--- config.mk ---
export PLATFORM = sky130hd
export DESIGN_NAME = csp_clock_synth
export DESIGN_NICKNAME = d
export VERILOG_FILES = /design/src/hw/csp_pkg.sv /design/src/hw/csp_clock_synth.sv
export SDC_FILE = /design/constraint.sdc
export NUM_CORES = 1
export LEC_CHECK = 0
export BUFFER_PORTS_ARGS = -buffer_cell sky130_fd_sc_hd__buf_2
export CELL_PAD_IN_SITES_DETAIL_PLACEMENT = 1
export CELL_PAD_IN_SITES_GLOBAL_PLACEMENT = 1
export CORE_MARGIN = 10
export CORE_UTILIZATION = 25
export DETAILED_ROUTE_END_ITERATION = 10
export PLACE_DENSITY_LB_ADDON = 0.2
export SETUP_SLACK_MARGIN = 0.02
export SLEW_MARGIN = 20
export SYNTH_ARGS = -nofsm -noshare
export SYNTH_HDL_FRONTEND = slang
export SYNTH_SLANG_ARGS = --single-unit
--- constraint.sdc ---
create_clock -name mclk_i -period 5.8 [get_ports mclk_i]
set_input_delay 0 -clock mclk_i [delete_from_list [all_inputs] [get_ports mclk_i]]
set_output_delay 0 -clock mclk_i [all_outputs]
set_load 0.05 [all_outputs]
--- src/hw/csp_pkg.sv ---
/*
 * Constants, modes and carriers for the clock synthesizer model.
 * Assumes a single 20 MHz system clock; reference pins are much slower.
 */
package csp_pkg;
  localparam int NREF = 4;
  localparam int NOUT = 3;
  localparam int PW   = 16;

  // Reset pulse figures
  localparam int CLK_NS      = 50;
  localparam int RST_MIN_NS  = 10;
  localparam int RST_MIN_CYC = (RST_MIN_NS + CLK_NS - 1) / CLK_NS < 1 ? 1
                               : (RST_MIN_NS + CLK_NS - 1) / CLK_NS;

  // Loop constants
  localparam logic [PW-1:0] VCO_INIT   = 16'h0010;
  localparam logic [PW-1:0] VCO_MIN    = 16'h0001;
  localparam logic [2:0]    LOCK_GOOD  = 3'h4;
  localparam logic [11:0]   LOSS_CYC   = 12'hFA0;

  typedef enum logic [1:0] {
    CSP_SRC_PAD = 2'h0,
    CSP_SRC_DYN = 2'h1,
    CSP_SRC_FAB = 2'h2
  } csp_src_e;

  typedef enum logic [1:0] {
    CSP_FB_INT   = 2'h0,
    CSP_FB_LOCAL = 2'h1,
    CSP_FB_FAB   = 2'h2
  } csp_fb_e;

  typedef enum logic [1:0] {
    CSP_HOLD = 2'h0,
    CSP_ACQ  = 2'h1,
    CSP_LOCK = 2'h3
  } csp_lock_e;

  typedef struct packed {
    csp_src_e             src;
    csp_fb_e              fb;
    logic [NREF-1:0]      fab_sel;
    logic [NREF-1:0]      diff_en;
    logic [7:0]           mult;
    logic [3:0]           prediv;
    logic [1:0]           post_log;
    logic [NOUT-1:0][7:0] out_div;
    logic [NOUT-1:0]      out_en;
    logic [1:0]           fb_out;
  } csp_cfg_s;

  typedef struct packed {
    logic [NREF-1:0] pad_p;
    logic [NREF-1:0] pad_n;
    logic [NREF-1:0] fabric;
  } csp_ref_s;

  typedef struct packed {
    logic [1:0]      sel;
    logic            fbk;
    logic [NREF-1:0] pad_p;
    logic [NREF-1:0] pad_n;
    logic [NREF-1:0] fabric;
  } csp_pin_s;
endpackage

--- src/hw/csp_clock_synth.sv ---
/*
 * Digital model of a frequency-synthesizing clock unit: reference select,
 * pre-divider, frequency-locked oscillator, post-divider, three output dividers.
 * Assumes cfg_i is static from logic on mclk_i; all other inputs are pins.
 */
`timescale 1ns/1ns
module csp_clock_synth (
  input  wire logic              mclk_i,
  input  wire logic              reset_n_i,
  input  wire csp_pkg::csp_cfg_s cfg_i,
  input  wire csp_pkg::csp_ref_s ref_clock_inputs_i,
  input  wire logic [1:0]        ref_select_i,
  input  wire logic              synth_reset_low_i,
  input  wire logic              fabric_feedback_clock_i,
  output logic                   synth_out_a_o,
  output logic                   synth_out_b_o,
  output logic                   synth_out_c_o,
  output logic                   locked_o
);
  import csp_pkg::*;

  // ****************************************
  // Reset catch and pin synchronisers
  // ****************************************
  // A pulse shorter than a clock period still asserts the hold at once
  wire        arst_n = reset_n_i & synth_reset_low_i;
  logic [1:0] hold_sync;
  wire        run = hold_sync[1];

  always_ff @(posedge mclk_i or negedge arst_n)
  begin
    if (!arst_n) hold_sync <= 2'h0;
    else         hold_sync <= {hold_sync[0], 1'b1};
  end

  csp_pin_s pin_raw;
  csp_pin_s sync1;
  csp_pin_s pin_s;
  assign pin_raw.sel    = ref_select_i;
  assign pin_raw.fbk    = fabric_feedback_clock_i;
  assign pin_raw.pad_p  = ref_clock_inputs_i.pad_p;
  assign pin_raw.pad_n  = ref_clock_inputs_i.pad_n;
  assign pin_raw.fabric = ref_clock_inputs_i.fabric;

  always_ff @(posedge mclk_i or negedge reset_n_i)
  begin
    if (!reset_n_i)
    begin
      sync1 <= '0;
      pin_s <= '0;
    end
    else
    begin
      sync1 <= pin_raw;
      pin_s <= sync1;
    end
  end

  // ****************************************
  // Reference selection
  // ****************************************
  logic [NREF-1:0] ref_in;
  for (genvar i = 0; i < NREF; i++)
  begin : g_ref
    wire pad_rx = cfg_i.diff_en[i] ? (pin_s.pad_p[i] & ~pin_s.pad_n[i]) : pin_s.pad_p[i];
    wire use_fab = (cfg_i.src == CSP_SRC_FAB) | ((cfg_i.src == CSP_SRC_DYN) & cfg_i.fab_sel[i]);
    assign ref_in[i] = use_fab ? pin_s.fabric[i] : pad_rx;
  end

  // Select changes are only legal while held, so no glitch guard here
  wire  ref_sel_clk = ref_in[pin_s.sel];
  logic ref_prev;
  wire  ref_rise = ref_sel_clk & ~ref_prev;

  // ****************************************
  // Pre-divider and oscillator
  // ****************************************
  logic [3:0]    pre_cnt;
  wire  [3:0]    pre_last = cfg_i.prediv - 4'h1;
  wire           pfd_evt = run & ref_rise & (pre_cnt >= pre_last);
  logic [PW-1:0] ph_cnt;
  logic [PW-1:0] vco_per;
  logic          vco_ph;
  logic          slip;
  wire           vco_tick = run & ~slip & (ph_cnt >= vco_per - VCO_MIN);
  wire           vco_rise = vco_tick & ~vco_ph;
  logic [3:0]    post_cnt;
  wire  [3:0]    post_last = 4'((4'h1 << cfg_i.post_log) - 4'h1);
  wire           post_tick = vco_tick & (post_cnt == post_last);

  // ****************************************
  // Output dividers
  // ****************************************
  logic [NOUT-1:0][7:0] div_cnt;
  logic [NOUT-1:0]      out_q;
  logic [NOUT-1:0]      out_rise;
  for (genvar j = 0; j < NOUT; j++)
  begin : g_out
    wire div_end = post_tick & (div_cnt[j] == cfg_i.out_div[j]);
    assign out_rise[j] = cfg_i.out_en[j] & div_end & ~out_q[j];
    always_ff @(posedge mclk_i or negedge reset_n_i)
    begin
      if (!reset_n_i)
      begin
        div_cnt[j] <= 8'h00;
        out_q[j]   <= 1'b0;
      end
      else if (!run || !cfg_i.out_en[j])
      begin
        div_cnt[j] <= 8'h00;
        out_q[j]   <= 1'b0;
      end
      else if (post_tick)
      begin
        div_cnt[j] <= div_end ? 8'h00 : div_cnt[j] + 8'h01;
        out_q[j]   <= out_q[j] ^ div_end;
      end
    end

  end

  assign synth_out_a_o = out_q[0];
  assign synth_out_b_o = out_q[1];
  assign synth_out_c_o = out_q[2];

  // ****************************************
  // Feedback and frequency loop
  // ****************************************
  logic fbk_prev;
  wire  fbk_rise = pin_s.fbk & ~fbk_prev;
  wire  fb_evt = (cfg_i.fb == CSP_FB_INT)   ? vco_rise :
                 (cfg_i.fb == CSP_FB_LOCAL) ? out_rise[cfg_i.fb_out] : fbk_rise;
  wire  aligned_mode = cfg_i.fb != CSP_FB_INT;
  logic [8:0] fb_cnt;
  wire  [8:0] fb_total = fb_cnt + {8'h00, fb_evt};
  wire  [8:0] mult9 = {1'b0, cfg_i.mult};
  // Phase counts only where the loop claims alignment
  wire  match = (fb_total == mult9) & (~aligned_mode | fb_evt);
  // Delaying the oscillator one cycle walks feedback edges onto the reference
  wire  next_slip = pfd_evt & aligned_mode & (fb_total == mult9) & ~fb_evt;

  always_ff @(posedge mclk_i or negedge reset_n_i)
  begin
    if (!reset_n_i)
    begin
      ref_prev <= 1'b0;
      fbk_prev <= 1'b0;
      pre_cnt  <= 4'h0;
      ph_cnt   <= '0;
      vco_per  <= VCO_INIT;
      vco_ph   <= 1'b0;
      post_cnt <= 4'h0;
      fb_cnt   <= 9'h000;
      slip     <= 1'b0;
    end
    else if (!run)
    begin
      ref_prev <= ref_sel_clk;
      fbk_prev <= pin_s.fbk;
      pre_cnt  <= 4'h0;
      ph_cnt   <= '0;
      vco_per  <= VCO_INIT;
      vco_ph   <= 1'b0;
      post_cnt <= 4'h0;
      fb_cnt   <= 9'h000;
      slip     <= 1'b0;
    end
    else
    begin
      ref_prev <= ref_sel_clk;
      fbk_prev <= pin_s.fbk;
      slip     <= next_slip;
      if (ref_rise)
        pre_cnt <= pfd_evt ? 4'h0 : pre_cnt + 4'h1;
      if (!slip)
        ph_cnt <= vco_tick ? '0 : ph_cnt + VCO_MIN;
      if (vco_tick)
      begin
        vco_ph   <= ~vco_ph;
        post_cnt <= post_tick ? 4'h0 : post_cnt + 4'h1;
      end
      if (pfd_evt)
      begin
        fb_cnt <= 9'h000;
        if (fb_total > mult9)
          vco_per <= vco_per + VCO_MIN;
        else if (fb_total < mult9 && vco_per > VCO_MIN)
          vco_per <= vco_per - VCO_MIN;
      end
      else if (fb_evt && fb_cnt != 9'h1FF)
        fb_cnt <= fb_total;
    end
  end

  // ****************************************
  // Lock detector
  // ****************************************
  csp_lock_e  state;
  csp_lock_e  next_state;
  logic [2:0] good_cnt;
  logic [11:0] idle_cnt;
  wire        ref_lost = idle_cnt == LOSS_CYC;

  always_comb
  begin
    next_state = state;
    case (state)
      CSP_HOLD: next_state = CSP_ACQ;
      CSP_ACQ:
        if (pfd_evt && match && good_cnt == LOCK_GOOD - 3'h1) next_state = CSP_LOCK;
      CSP_LOCK:
        if ((pfd_evt && !match) || ref_lost) next_state = CSP_ACQ;
      default: next_state = CSP_HOLD;
    endcase
    if (!run) next_state = CSP_HOLD;
  end

  always_ff @(posedge mclk_i or negedge reset_n_i)
  begin
    if (!reset_n_i)
    begin
      state    <= CSP_HOLD;
      good_cnt <= 3'h0;
      idle_cnt <= 12'h000;
    end
    else
    begin
      state    <= next_state;
      idle_cnt <= (pfd_evt || !run || ref_lost) ? 12'h000 : idle_cnt + 12'h001;
      if (!run || (pfd_evt && !match) || next_state == CSP_LOCK)
        good_cnt <= 3'h0;
      else if (pfd_evt)
        good_cnt <= good_cnt + 3'h1;
    end
  end

  // Cleared by the unit reset itself, so lock never outlives the reset edge
  always_ff @(posedge mclk_i or negedge arst_n)
  begin
    if (!arst_n) locked_o <= 1'b0;
    else         locked_o <= next_state == CSP_LOCK;
  end
endmodule // csp_clock_synth

; After elaboration in Yosys (flattened, before gate mapping)
; Index checks and enable logic that the tools add are counted.
[word_totals]
reg_bits = 130
input_bits = 73
wordCells = 203
[op_classes]
add_sub_neg = 13
order_cmp = 7
eq_ne = 20
shift = 1
n_mux = 55
n_bitwise = 51
reduce_logical = 26
[op_table]
columns = op, count
row1 = 16-bit two-way mux, 7
row2 = 8-bit two-way mux, 9
row3 = "16-bit by 1-bit adder with 16-bit output, second input constant", 2
row4 = 1-bit AND, 30
row5 = 9-bit two-way mux, 3
row6 = "8-bit by 1-bit adder with 8-bit output, second input constant", 3
row7 = 8-bit == test, 3
row8 = 4-bit two-way mux, 6
row9 = 1-bit two-way mux, 21
row10 = 16-bit greater-or-equal comparator, 1
row11 = "16-bit by 1-bit greater-than comparator with 1-bit output, second input constant", 1
row12 = "16-bit by 1-bit subtractor with 16-bit output, second input constant", 1
row13 = 1-bit inverter, 13
row14 = "12-bit by 1-bit adder with 12-bit output, second input constant", 1
row15 = "12-bit == test, second input constant", 1
row16 = 12-bit two-way mux, 1
row17 = 2-bit nonzero test, 5
row18 = 9-bit by 1-bit adder with 9-bit output, 1
row19 = 9-bit by 8-bit == test with 1-bit output, 1
row20 = 9-bit by 8-bit greater-than comparator with 1-bit output, 1
row21 = 9-bit by 8-bit < comparator with 1-bit output, 1
row22 = "9-bit inequality test, second input constant", 1
row23 = "4-bit by 1-bit adder with 4-bit output, second input constant", 2
row24 = 1-bit logical OR, 8
row25 = other kinds (22), 50

; Longest topological paths before layout
; Gate-level depths: netlist of the first run.
[logic_depth]
ltp_word = 23
mapped_depth = 28
ltp_nobuf = 26

; Least setup slack after synthesis of the first run
; No wires, ideal clock.
[synth_timing]
kind = flip-flop to flip-flop
start = reg vco_per[0]
end = reg vco_per[8]
setup_ps = 79
arrival_time_ps = 6210
required_time_ps = 5721
setup_slack_ps = -489
path_stages_with_launch = 28
period_less_slack_ps = 6289
cell_sequence = dfrtp_1 inv_1 ha_1 or3b_1 or3_1 or3_1 or3_1 xnor2_1 ha_1 nand2_1 nor4_2 o311ai_1 a21boi_1 o21ai_1 clkbuf_1 nor2_1 ha_1 and3_1 nand2_1 xnor2_1 ha_1 nand2_1 o211ai_1 o21ai_0 clkbuf_1 nand3_1 a211oi_1 mux2i_1
[synth_between]
elab_chain_len = 16
[synth_lines]
columns = item, line_no
row1 = start: declaration, csp_clock_synth.sv:82  ; logic [PW-1:0] vco_per;
row2 = start signal: assignment, csp_clock_synth.sv:186  ; vco_per <= vco_per + VCO_MIN;
row3 = start signal: assignment, csp_clock_synth.sv:188  ; vco_per <= vco_per - VCO_MIN;
row4 = 16-bit by 1-bit subtractor with 16-bit output, "csp_clock_synth.sv:85, csp_clock_synth.sv:188"
row5 = 16-bit greater-or-equal comparator, csp_clock_synth.sv:85  ; wire vco_tick = run & ~slip & (ph_cnt >= vco_per - VCO_MIN);
row6 = 1-bit AND, csp_clock_synth.sv:85
row7 = 1-bit AND, csp_clock_synth.sv:89  ; wire post_tick = vco_tick & (post_cnt == post_last);
row8 = 1-bit AND, csp_clock_synth.sv:99  ; wire div_end = post_tick & (div_cnt[j] == cfg_i.out_div[j]);
row9 = 1-bit AND (2 in series), csp_clock_synth.sv:100  ; assign out_rise[j] = cfg_i.out_en[j] & div_end & ~out_q[j];
row10 = 1-bit binary-select mux with 2-bit select, csp_clock_synth.sv:132  ; (cfg_i.fb == CSP_FB_LOCAL) ? out_rise[cfg_i.fb_out] : fbk_rise;
row11 = 1-bit two-way mux (not written as such), csp_clock_synth.sv:132
row12 = 1-bit two-way mux, csp_clock_synth.sv:132
row13 = 1-bit two-way mux, csp_clock_synth.sv:131  ; wire fb_evt = (cfg_i.fb == CSP_FB_INT) ? vco_rise :
row14 = 9-bit by 1-bit adder with 9-bit output, csp_clock_synth.sv:135  ; wire [8:0] fb_total = fb_cnt + {8'h00, fb_evt};
row15 = 9-bit by 8-bit < comparator with 1-bit output or 9-bit by 8-bit greater-than comparator with 1-bit output (tied branches), "csp_clock_synth.sv:187, csp_clock_synth.sv:185"
row16 = 1-bit logical AND or 16-bit two-way mux (tied branches), "csp_clock_synth.sv:187, csp_clock_synth.sv:185"
row17 = 3-bit by 1-bit inequality test with 1-bit output (no source line) or 16-bit two-way mux (tied branches), n/a
row18 = 2-bit AND reduction (no source line) or 16-bit two-way mux (tied branches), n/a
; Parallel ways exist; a longest one is shown, timed or not. The select of a mux whose other input is x is not followed.
; A chain may end at the register's enable or synchronous reset.

; Worst setup path in the final report of the first run
[layout_timing]
start = reg vco_per[1]
end = reg vco_per[4]
; Same word-level chain as after synthesis.

==> flow_summary_export.csv, run 1 <==
group,metric,value,unit
yosys,synth-edff-count,0,
cells_and_area,n_antenna_cell,0,
routing,routed_wl,23600,um
cells_and_area,fill_cells,3558,
floorplanning,die_area,38600,um2
yosys,yosysSeqAreaShare,0.418,
cells_and_area,fin_nets,1114,
floorplanning,ioPinCount,77,
flow_run,drv_cap,0,
pwr,p_leak,4.51,nW
worst_setup_path,slowest_delay,0.39,ns
yosys,synthArstFlopShare,1.00,
worst_setup_path,critPathKind,"reg -> reg",
routing,wl_per_cell,16.8,um
worst_setup_path,cp-start-kind,"flip-flop",
cells_and_area,final_common_cell,"dfrtp_1",
floorplanning,die_h,197,um
cts,cts.sinks,130,
sta,holdWs,0.0295,ns
floorplanning,fp-row-count,64,
yosys,syn_inst,848,
placed_design,io_buffers,76,
placed_design,place_ws,-0.207,ns
cts,htreeDepth,4,
cts,clk_latency,0.43,ns
pwr,combPwrFrac,0.096,
pwr,p_switching,0.642,mW
sta,rsz0062_at_grt,"true",
worst_setup_path,path_buf_inv,3,
worst_setup_path,cp_data_required_time,6.14,ns
cells_and_area,multi_input_area,4670,um2
yosys,syn_nets,965,
sta,finClkSkew,0.0247,ns
pwr,p_int,1.60,mW
global_route,grt_pass1_wl,39800,um
pwr,pwr-share-seq,0.421,
sta,fin_setup_tns,-0.870,ns
sta,post-route-min-period,5.93,ns
cts,cts_tree,"done",
yosys,syn_area,7790,um2
yosys,synth.distinct_cells,68,
sta,fin_crit_sh,1.02,
sta,tightestPinTransition,1.01,ns
routing,drtAntennaViolNets,0,
routing,via_per_inst,4.80,
outcome,failed_checks,"setup timing",
worst_setup_path,cp_slowest_cell,"dfrtp_1",
outcome,status,"finished, violations left",
cts,clk_pin_slew,0.07,ns
cells_and_area,regArea,3250,um2
global_route,grt_usage,0.125,
global_route,antenna_found_initial,0,
routing,drt_iter0_markers,397,
placed_design,dp_hpwl,17200,um
yosys,synth_area_per_cell,9.19,um2
routing,firstDrtPassIters,5,
floorplanning,initial_utilization,0.254,
cells_and_area,layout-area-overhead-vs-synth,31.7,%
routing,dr_total_vias,6750,
worst_setup_path,worstSetupEndpointType,"flip-flop",
global_route,grt-ovfl-total,0,
sta,relSlewSlack,0.319,
floorplanning,core,30700,um2
routing,drc,0,
cells_and_area,drive_gt1_frac,0.244,
yosys,yosys_warnings,0,
cells_and_area,layout_common_cells,"dfrtp_1 (129), buf_2 (75), nor2_1 (72), nand2_1 (70), buf_4 (56)",
cts,ctsLongestPathBuffers,2,
global_route,grt_max_degree,66,
cts,cts_made_buffers,17,
cells_and_area,final_cell_count_no_fill,1406,
pwr,swShare,0.287,
pwr,peakVddDrop,171,uV
yosys,synth.ff_latch_count,130,
floorplanning,die_w,197,um
yosys,ys.flop_type,"dfrtp_1",
pwr,power_frac_clock,0.483,
cts,cts_root_buf,"clkbuf_16",
placed_design,gp_congestion,0.781,
worst_setup_path,crit_fanout,5,
sta,maxSlewViolCount,0,
pwr,p_per_area,218,nW/um2
sta,max_freq,169,MHz
placed_design,dp.cells,1340,
worst_setup_path,cp_top_family,"simple AND/OR/NAND/NOR gates",
worst_setup_path,r2r_slack,-0.13,ns
min_path,hold_path.class,"in -> async",
sta,hold_viol,0,
sta,final-setup-viol-count,18,
global_route,grt_pass1_vias,7355,
sta,worst_slack,-0.130,ns
worst_setup_path,crit_arrival,6.27,ns
-- layout make-up --
class	count	share of cell area
clock buffers	17	0.0415
well taps	396	0.0483
inverters	32	0.0117
repair buffers	163	0.111
flip-flops and latches	130	0.317
clock inverters	15	0.0155
multi-input cells	653	0.455
-- worst paths after layout --
kind / startpoint / endpoint / depth (start not counted)
min in group mclk_i: cfg_i[2] / div_cnt[2] / 3
max in group asynchronous: reset_n_i / hold_sync[0] / 4
min: synth_reset_low_i / locked_o / 3
min reg2reg: sync1[0] / pin_s[0] / 0
max: vco_per[1] / vco_per[4] / 27
max reg2reg: vco_per[1] / vco_per[4] / 27
-- metrics by stage --
step / power [mW] / area (um2) / utilization
after detailed placement: 1.16 / 9070 / 0.296
final: 2.24 / 10300 / 0.335
after floorplan: 1.06 / 7930 / -
after global placement: 1.15 / 9070 / 0.296
after CTS: 2.28 / 10000 / 0.326
after global routing: 2.36 / 10300 / 0.335
-- sequential cells by signal (all words and copies together), names as in the netlist, 3 cells and up --
register  cells
idle_cnt     12
sync1        15
fb_cnt        9
post_cnt      4
ph_cnt       16
good_cnt      3
vco_per      16
pre_cnt       4
div_cnt      24
pin_s        15
-- Yosys cell counts (5+ instances only) --
cell type,count,area share
o211ai_1,16,0.015
inv_1,32,0.015
mux2i_1,13,0.017
dfrtp_1,129,0.41
a21oi_1,40,0.026
xor2_1,40,0.045
o21ai_1,6,0.0039
nand2b_1,14,0.011
nor3b_1,5,0.0048
or3_1,20,0.016
clkbuf_1,26,0.013
nand4_1,15,0.012
xnor2_1,33,0.037
ha_1,44,0.071
nand3b_1,5,0.0048
nor3_1,16,0.010
and3_1,18,0.014
nor2_1,80,0.039
nand3_1,37,0.024
a21o_1,6,0.0058
and2_1,6,0.0048
a211oi_1,11,0.011
o21a_1,9,0.0087
nor2b_1,5,0.0040
nand2_1,75,0.036
o21ai_0,50,0.032
mux2_2,6,0.0087
nor4_1,10,0.0080
or4_1,6,0.0058
o22ai_1,8,0.0064
-- power by group through the flow --
stage,clock network (mW),registers [mW],logic (mW)
final,1.08,0.942,0.215
after global routing,1.17,0.945,0.244
after CTS,1.13,0.942,0.214
after detailed placement,0,0.959,0.197
after global placement,0,0.959,0.195
after floorplan,0,0.953,0.108
-- repair_timing --
| action | in CTS | in global routing |
|---|---|---|
| setup buffers | 8 | 6 |
| hold buffers | 19 | 0 |
| gates cloned | 1 | 0 |
| setup endpoints to repair | 19 | 21 |
| pin swaps | 5 | 17 |
| resized for setup | 22 | 45 |
| endpoints found under the hold margin | 84 | 0 |
-- routing by layer --
layer | global-route usage | up-vias | routed length (um)
li1 | - | 3349 | -
met1 | 0.173 | 3312 | 11700
met2 | 0.197 | 85 | 11000
met3 | 0.0229 | 4 | 820
met4 | 0.0305 | 0 | 106
met5 | 0 | - | 0
-- cells by family after synthesis --
group / Yosys count / synth area share
buffers and inverters: 65 / 0.0323
xor gates and xnor gates: 73 / 0.0820
muxes: 20 / 0.0268
other: 1 / 0.000481
adders and majority gates: 44 / 0.0706
and+or+nand+nor: 328 / 0.213
DFF: 130 / 0.418
AOI/OAI and AO/OA: 187 / 0.158
-- worst register-to-register path: stages (launching register included) --
cell	delay [ns]
dfrtp_1	0.39
inv_2	0.08
ha_4	0.13
or3b_4	0.37
or3_4	0.33
or3_4	0.34
or3_4	0.37
xnor2_4	0.17
ha_4	0.28
nand2_4	0.05
nor4_4	0.19
buf_4	0.19
o311ai_4	0.14
a211oi_4	0.25
nor2_2	0.09
nor2_4	0.20
ha_4	0.17
and3_4	0.20
nand2_4	0.06
xnor2_2	0.14
ha_1	0.33
nand4_1	0.20
nor2_2	0.21
buf_4	0.14
nand2_4	0.06
mux2_4	0.35
o211ai_1	0.12
mux2_1	0.34
Note: power is estimated with default switching activity, not from simulation.
==> inputs of run 2 (changes only) <==
--- a/config.mk
+++ b/config.mk
@@ -7,2 +7,3 @@
 export LEC_CHECK = 0
+export ABC_AREA = 1
 export BUFFER_PORTS_ARGS = -buffer_cell sky130_fd_sc_hd__buf_2
==> constraint.sdc (replaced) <==
create_clock -name mclk_i -period 6 [get_ports mclk_i]
set_input_delay 1.2 -clock mclk_i [delete_from_list [all_inputs] [get_ports mclk_i]]
set_output_delay 1.2 -clock mclk_i [all_outputs]
set_load 0.05 [all_outputs]
==> flow_summary_export.csv, run 2 <==
group,metric,value,unit
worst_setup_path,worstSetupEndpoint,"vco_per[6]",
cts,ctsLongestPathBuffers,2,
routing,firstDrtPassIters,4,
cts,cts_made_buffers,17,
cells_and_area,n_antenna_cell,0,
yosys,synthArstFlopShare,1.00,
sta,relSlewSlack,0.421,
worst_setup_path,cp_slowest_cell,"dfrtp_1",
outcome,status,"complete, no violations",
worst_setup_path,r2r_slack,0.47,ns
yosys,synth_top_area_share,0.420,
pwr,peakVddDrop,181,uV
worst_setup_path,path_buf_inv,3,
yosys,synthTopCellsByArea,"dfrtp_1 (42%), nand2_1 (9.3%), ha_1 (7.2%)",
sta,maxSlewViolCount,0,
global_route,grt_max_degree,86,
cells_and_area,reg.largest.list,"div_cnt (24), ph_cnt (16), vco_per (16)",
sta,final-setup-viol-count,0,
routing,dr_total_vias,6346,
sta,rsz0062_at_grt,"true",
routing,drtAntennaViolNets,0,
yosys,yosysMostFrequentCell,"nand2_1",
floorplanning,die_area,38100,um2
placed_design,place_ws,0.0169,ns
yosys,synth.ff_latch_count,130,
worst_setup_path,crit_cells,37,
yosys,syn_inst,918,
yosys,synth_top_area_cell,"dfrtp_1",
routing,drc,0,
yosys,synth-edff-count,0,
routing,wl_met1,10000,um
yosys,yosys_warnings,0,
placed_design,dp_hpwl,15700,um
min_path,hold_path.class,"reg -> reg",
floorplanning,fp-row-count,64,
yosys,synth_common_cells,"nand2_1 (190), dfrtp_1 (129), inv_1 (111)",
routing,routed_wl,21000,um
sta,post-route-min-period,5.53,ns
global_route,antenna_found_initial,0,
cts,htreeDepth,4,
cells_and_area,largest-register,"div_cnt",
yosys,synth.distinct_cells,54,
cells_and_area,final_common_cell,"nand2_1",
cts,clk_pin_slew,0.07,ns
yosys,ys.flop_type,"dfrtp_1",
yosys,syn_area,7680,um2
worst_setup_path,worstSetupEndpointType,"flip-flop",
worst_setup_path,reg2reg_to,"vco_per[6]",
cells_and_area,layout-area-overhead-vs-synth,21.1,%
yosys,synth_area_per_cell,8.37,um2
floorplanning,initial_utilization,0.253,
worst_setup_path,r2r_cells,37,
worst_setup_path,r2r_start,"vco_per[0]",
worst_setup_path,crit_arrival,5.83,ns
routing,via_per_inst,4.46,
yosys,yosysSeqAreaShare,0.424,
cells_and_area,largest_reg_flops,24,
worst_setup_path,critPathLaunch,"vco_per[0]",
routing,top_layer,"met4",
sta,holdWs,0.338,ns
floorplanning,die_h,195,um
global_route,grt_pass1_wl,35300,um
global_route,grt_usage,0.111,
flow_run,drv_cap,0,
worst_setup_path,crit_top_cell,"nand2_1",
floorplanning,die_w,195,um
routing,met3_length,449,um
sta,fin_setup_tns,0,ns
worst_setup_path,cp_data_required_time,6.29,ns
cts,clk_latency,0.43,ns
worst_setup_path,cp_top_family,"simple AND/OR/NAND/NOR gates",
routing,wl_met2,10400,um
yosys,syn_nets,1035,
sta,max_freq,181,MHz
routing,drt_iter0_markers,236,
worst_setup_path,crit_fanout,18,
sta,finClkSkew,0.0119,ns
cts,cts_tree,"done",
sta,hold_viol,0,
cells_and_area,fill_cells,3661,
cts,cts_root_buf,"clkbuf_16",
cts,hold_buffers,0,
cells_and_area,fin_nets,1132,
worst_setup_path,critPathKind,"reg -> reg",
cts,cts.sinks,130,
placed_design,gp_congestion,0.786,
global_route,grt-ovfl-total,0,
pwr,p_per_area,317,nW/um2
sta,worst_slack,0.467,ns
pwr,p_leak,4.38,nW
global_route,grt_pass1_vias,6873,
routing,wl_per_cell,14.8,um
floorplanning,core,30400,um2
floorplanning,ioPinCount,77,
worst_setup_path,slowest_delay,0.42,ns
pwr,finalPower,2.95,mW
worst_setup_path,cp-start-kind,"flip-flop",
cells_and_area,drive_gt1_frac,0.179,
sta,tightestPinTransition,0.868,ns
placed_design,io_buffers,76,
cells_and_area,layout_common_cells,"nand2_1 (186), dfrtp_1 (129), inv_1 (110), nor2_1 (89), buf_2 (75)",
sta,fin_crit_sh,0.922,
==> run 2: changes by cell type in the layout (fill, tap and decap cells not counted), sizes merged, moves of 11 or more <==
cell         change
nand2b          -14
nand3           +16
nand2          +124
dlygate4sd3     -19
buf             -52
and3            -18
a211oi          -11
nor2            +16
mux2i           -13
o211ai          -13
or3             -20
inv             +83
==> run 2: how the worst min path moves through the flow <==
stage / start / depth (start not counted) / to
global route: sync1[14] / 0 / pin_s[14]
finish: sync1[14] / 0 / pin_s[14]
detailed placement: hold_sync[0] / 0 / hold_sync[1]
global placement: sync1[4] / 0 / pin_s[4]
floorplan: hold_sync[0] / 0 / hold_sync[1]
CTS: sync1[14] / 0 / pin_s[14]
==> run 2: per-stage QoR <==
step | cells | instance area (um2) | util
finish | 1424 | 9300 | 0.306
global route | 1424 | 9300 | 0.306
CTS | 1417 | 9150 | 0.301
detailed placement | 1385 | 8550 | 0.281
global placement | 1385 | 8550 | 0.281
floorplan | 918 | 7680 | -
==> run 2: cells by family (layout without fill, tap and decap cells) <==
| family | Yosys count | count (layout) | share of synthesized area |
|---|---|---|---|
| AOI/OAI and AO/OA | 128 | 128 | 0.102 |
| xor gates and xnor gates | 83 | 83 | 0.0946 |
| DFF | 130 | 130 | 0.424 |
| other | 1 | 1 | 0.000488 |
| adders and majority gates | 44 | 44 | 0.0716 |
| buffers and inverters | 132 | 242 | 0.0705 |
| and+or+nand+nor | 400 | 400 | 0.237 |
==> run 2: area by class of cell <==
type / instances / area [um2] / area share
clock inverter: 15 / 163 / 0.0175
inverter: 118 / 458 / 0.0492
tap: 396 / 495 / 0.0533
timing repair buffer: 92 / 519 / 0.0558
multi-input combinational: 656 / 3990 / 0.429
clock buffer: 17 / 425 / 0.0457
sequential: 130 / 3250 / 0.350
==> run 2: where the power goes <==
| group | leakage, nW | total [mW] | switching, mW | internal, mW |
|---|---|---|---|---|
| logic | 2.38 | 0.855 | 0.527 | 0.328 |
| registers | 1.72 | 1.03 | 0.0867 | 0.946 |
| clock network | 0.285 | 1.06 | 0.467 | 0.591 |
==> run 2: worst register-to-register path, delay by kind of cell (launching register included) <==
kind / cells / cell delay, ns
simple gates: 25 / 3.04
flops: 1 / 0.42
buf+inv: 3 / 0.33
xor+xnor: 2 / 0.30
fa+ha+maj: 4 / 0.97
compound gates: 3 / 0.37
==> run 2: per-layer routing <==
metal,up-vias,global-route usage
li1,3200,-
met1,3066,0.140
met2,64,0.191
met3,16,0.0218
met4,0,0.0271
met5,-,0
==> run 2: repair_timing <==
action                                  in CTS  in global routing
hold endpoints to repair                     0                  0
gates cloned                                 0                  0
pin swaps                                    0                  3
gates resized for setup                      1                 26
setup buffers                                0                  7
endpoints found under the setup margin       9                 22
==> inputs of run 3 (changes only) <==
- ABC_AREA: 1 -> unset
- CORE_UTILIZATION: 25 -> 46
==> flow_summary_export.csv, run 3 (synthesis gave the netlist of run 1 again) <==
group,metric,value,unit
global_route,grt_usage,0.221,
global_route,grt_pass1_vias,7795,
routing,via_per_inst,5.98,
pwr,peakVddDrop,222,uV
global_route,antenna_found_initial,0,
outcome,status,"complete, no violations",
cells_and_area,largest-register,"div_cnt",
cells_and_area,largest_reg_flops,24,
cts,cts_made_buffers,17,
cells_and_area,reg.largest.list,"div_cnt (24), ph_cnt (16), vco_per (16)",
sta,post-route-min-period,5.92,ns
worst_setup_path,cp_data_required_time,6.29,ns
routing,dr_total_vias,7114,
routing,drt_iter0_markers,426,
cells_and_area,drive_gt1_frac,0.221,
sta,max_freq,169,MHz
routing,routed_wl,25500,um
cts,clk_latency,0.43,ns
sta,hold_viol,0,
cells_and_area,final_cell_area,9580,um2
worst_setup_path,cp-start-kind,"flip-flop",
cts,htreeDepth,4,
placed_design,place_area,8550,um2
cells_and_area,regArea,3250,um2
cts,ctsLongestPathBuffers,2,
min_path,hold_path.class,"reg -> reg",
pwr,p_leak,4.31,nW
sta,worst_slack,0.0847,ns
cells_and_area,layout_common_cells,"dfrtp_1 (129), buf_2 (76), nor2_1 (74), nand2_1 (71), o21ai_0 (46)",
cts,cts_root_buf,"clkbuf_16",
floorplanning,die_w,150,um
cells_and_area,fill_cells,1917,
flow_run,drv_cap,0,
placed_design,place_ws,-0.127,ns
worst_setup_path,critPathKind,"reg -> reg",
worst_setup_path,crit_arrival,6.21,ns
worst_setup_path,cp_slowest_cell,"dfrtp_1",
global_route,grt_max_degree,67,
placed_design,io_buffers,76,
worst_setup_path,worstSetupEndpointType,"flip-flop",
floorplanning,core,16600,um2
routing,firstDrtPassIters,5,
routing,drtAntennaViolNets,0,
sta,relSlewSlack,0.257,
sta,finClkSkew,0.00969,ns
placed_design,dp_hpwl,17200,um
cells_and_area,multi_input_area,4560,um2
cells_and_area,final_common_cell,"dfrtp_1",
floorplanning,fp-row-count,47,
sta,maxSlewViolCount,0,
floorplanning,die_area,22500,um2
pwr,p_per_area,234,nW/um2
sta,final-setup-viol-count,0,
cells_and_area,layout-area-overhead-vs-synth,23.0,%
routing,wl_per_cell,21.4,um
cts,cts_tree,"done",
placed_design,gp_congestion,0.935,
global_route,grt_pass1_wl,40200,um
cts,clk_pin_slew,0.07,ns
floorplanning,ioPinCount,77,
sta,tightestPinTransition,1.10,ns
cells_and_area,fin_nets,1073,
routing,drc,0,
worst_setup_path,crit_fanout,7,
cts,cts.sinks,130,
pwr,finalPower,2.25,mW
floorplanning,die_h,150,um
worst_setup_path,crit_top_cell,"or3_4",
sta,rsz0062_at_grt,"true",
worst_setup_path,slowest_delay,0.40,ns
sta,fin_crit_sh,0.986,
floorplanning,initial_utilization,0.470,
global_route,grt-ovfl-total,0,
-- run 3: repair_timing --
action                     4_1_cts  5_1_grt
pin swaps                       12       24
resized for setup               31       28
hold endpoints to repair         0        0
gates cloned                     2        0
hold buffers                     0        0
buffers inserted                 9       12
setup endpoints to repair       16       19
-- run 3: through the flow --
stage | hold slack (ns) | TNS (ns) | utilization | cells
floorplan | 0.331 | 0 | - | 848
global placement | 0.332 | 0 | 0.516 | 1135
detailed placement | 0.336 | -1.20 | 0.516 | 1135
CTS | 0.346 | 0 | 0.564 | 1177
global route | 0.355 | -1.05 | 0.578 | 1189
finish | 0.343 | 0 | 0.578 | 1190
-- run 3: cell type report --
| type | count | share of cell area |
|---|---|---|
| clock inverter | 14 | 0.0200 |
| sequential | 130 | 0.340 |
| inverter | 32 | 0.0125 |
| multi-input combinational | 653 | 0.476 |
| timing repair buffer | 122 | 0.0773 |
| antenna | 1 | 0.000261 |
| clock buffer | 18 | 0.0458 |
| tap | 220 | 0.0287 |
-- run 3: worst paths after layout --
path                                         from           end  slack (ns)  cells after the start
max in group asynchronous               reset_n_i     sync1[10]        3.69                      2
worst min-delay path                     sync1[1]      pin_s[1]        0.34                      0
worst min register to register           sync1[1]      pin_s[1]        0.34                      0
worst max register to register         vco_per[1]    vco_per[7]        0.08                     27
min in group asynchronous       synth_reset_low_i  hold_sync[0]        0.72                      2
worst max-delay path                   vco_per[1]    vco_per[7]        0.08                     27
-- run 3: power breakdown --
part / switching (mW) / internal (mW) / total (mW)
sequential: 0.0160 / 0.896 / 0.912
combinational: 0.125 / 0.0831 / 0.208
clock: 0.447 / 0.680 / 1.13
total: 0.588 / 1.66 / 2.25
-- run 3: per-layer routing --
metal	vias to the layer above	wire length (um)	track usage
li1	3267	-	-
met1	3586	9970	0.253
met2	199	13700	0.404
met3	62	1140	0.0423
met4	0	682	0.0763
met5	-	0	0
-- run 3: worst max-delay path, delay by kind of cell (launching register included) --
| family | cells | cell delay (ns) |
|---|---|---|
| compound gates | 6 | 1.21 |
| xor+xnor | 2 | 0.31 |
| buf+inv | 3 | 0.43 |
| simple gates | 11 | 2.28 |
| fa+ha+maj | 4 | 0.92 |
| mux | 1 | 0.21 |
| flops | 1 | 0.40 |
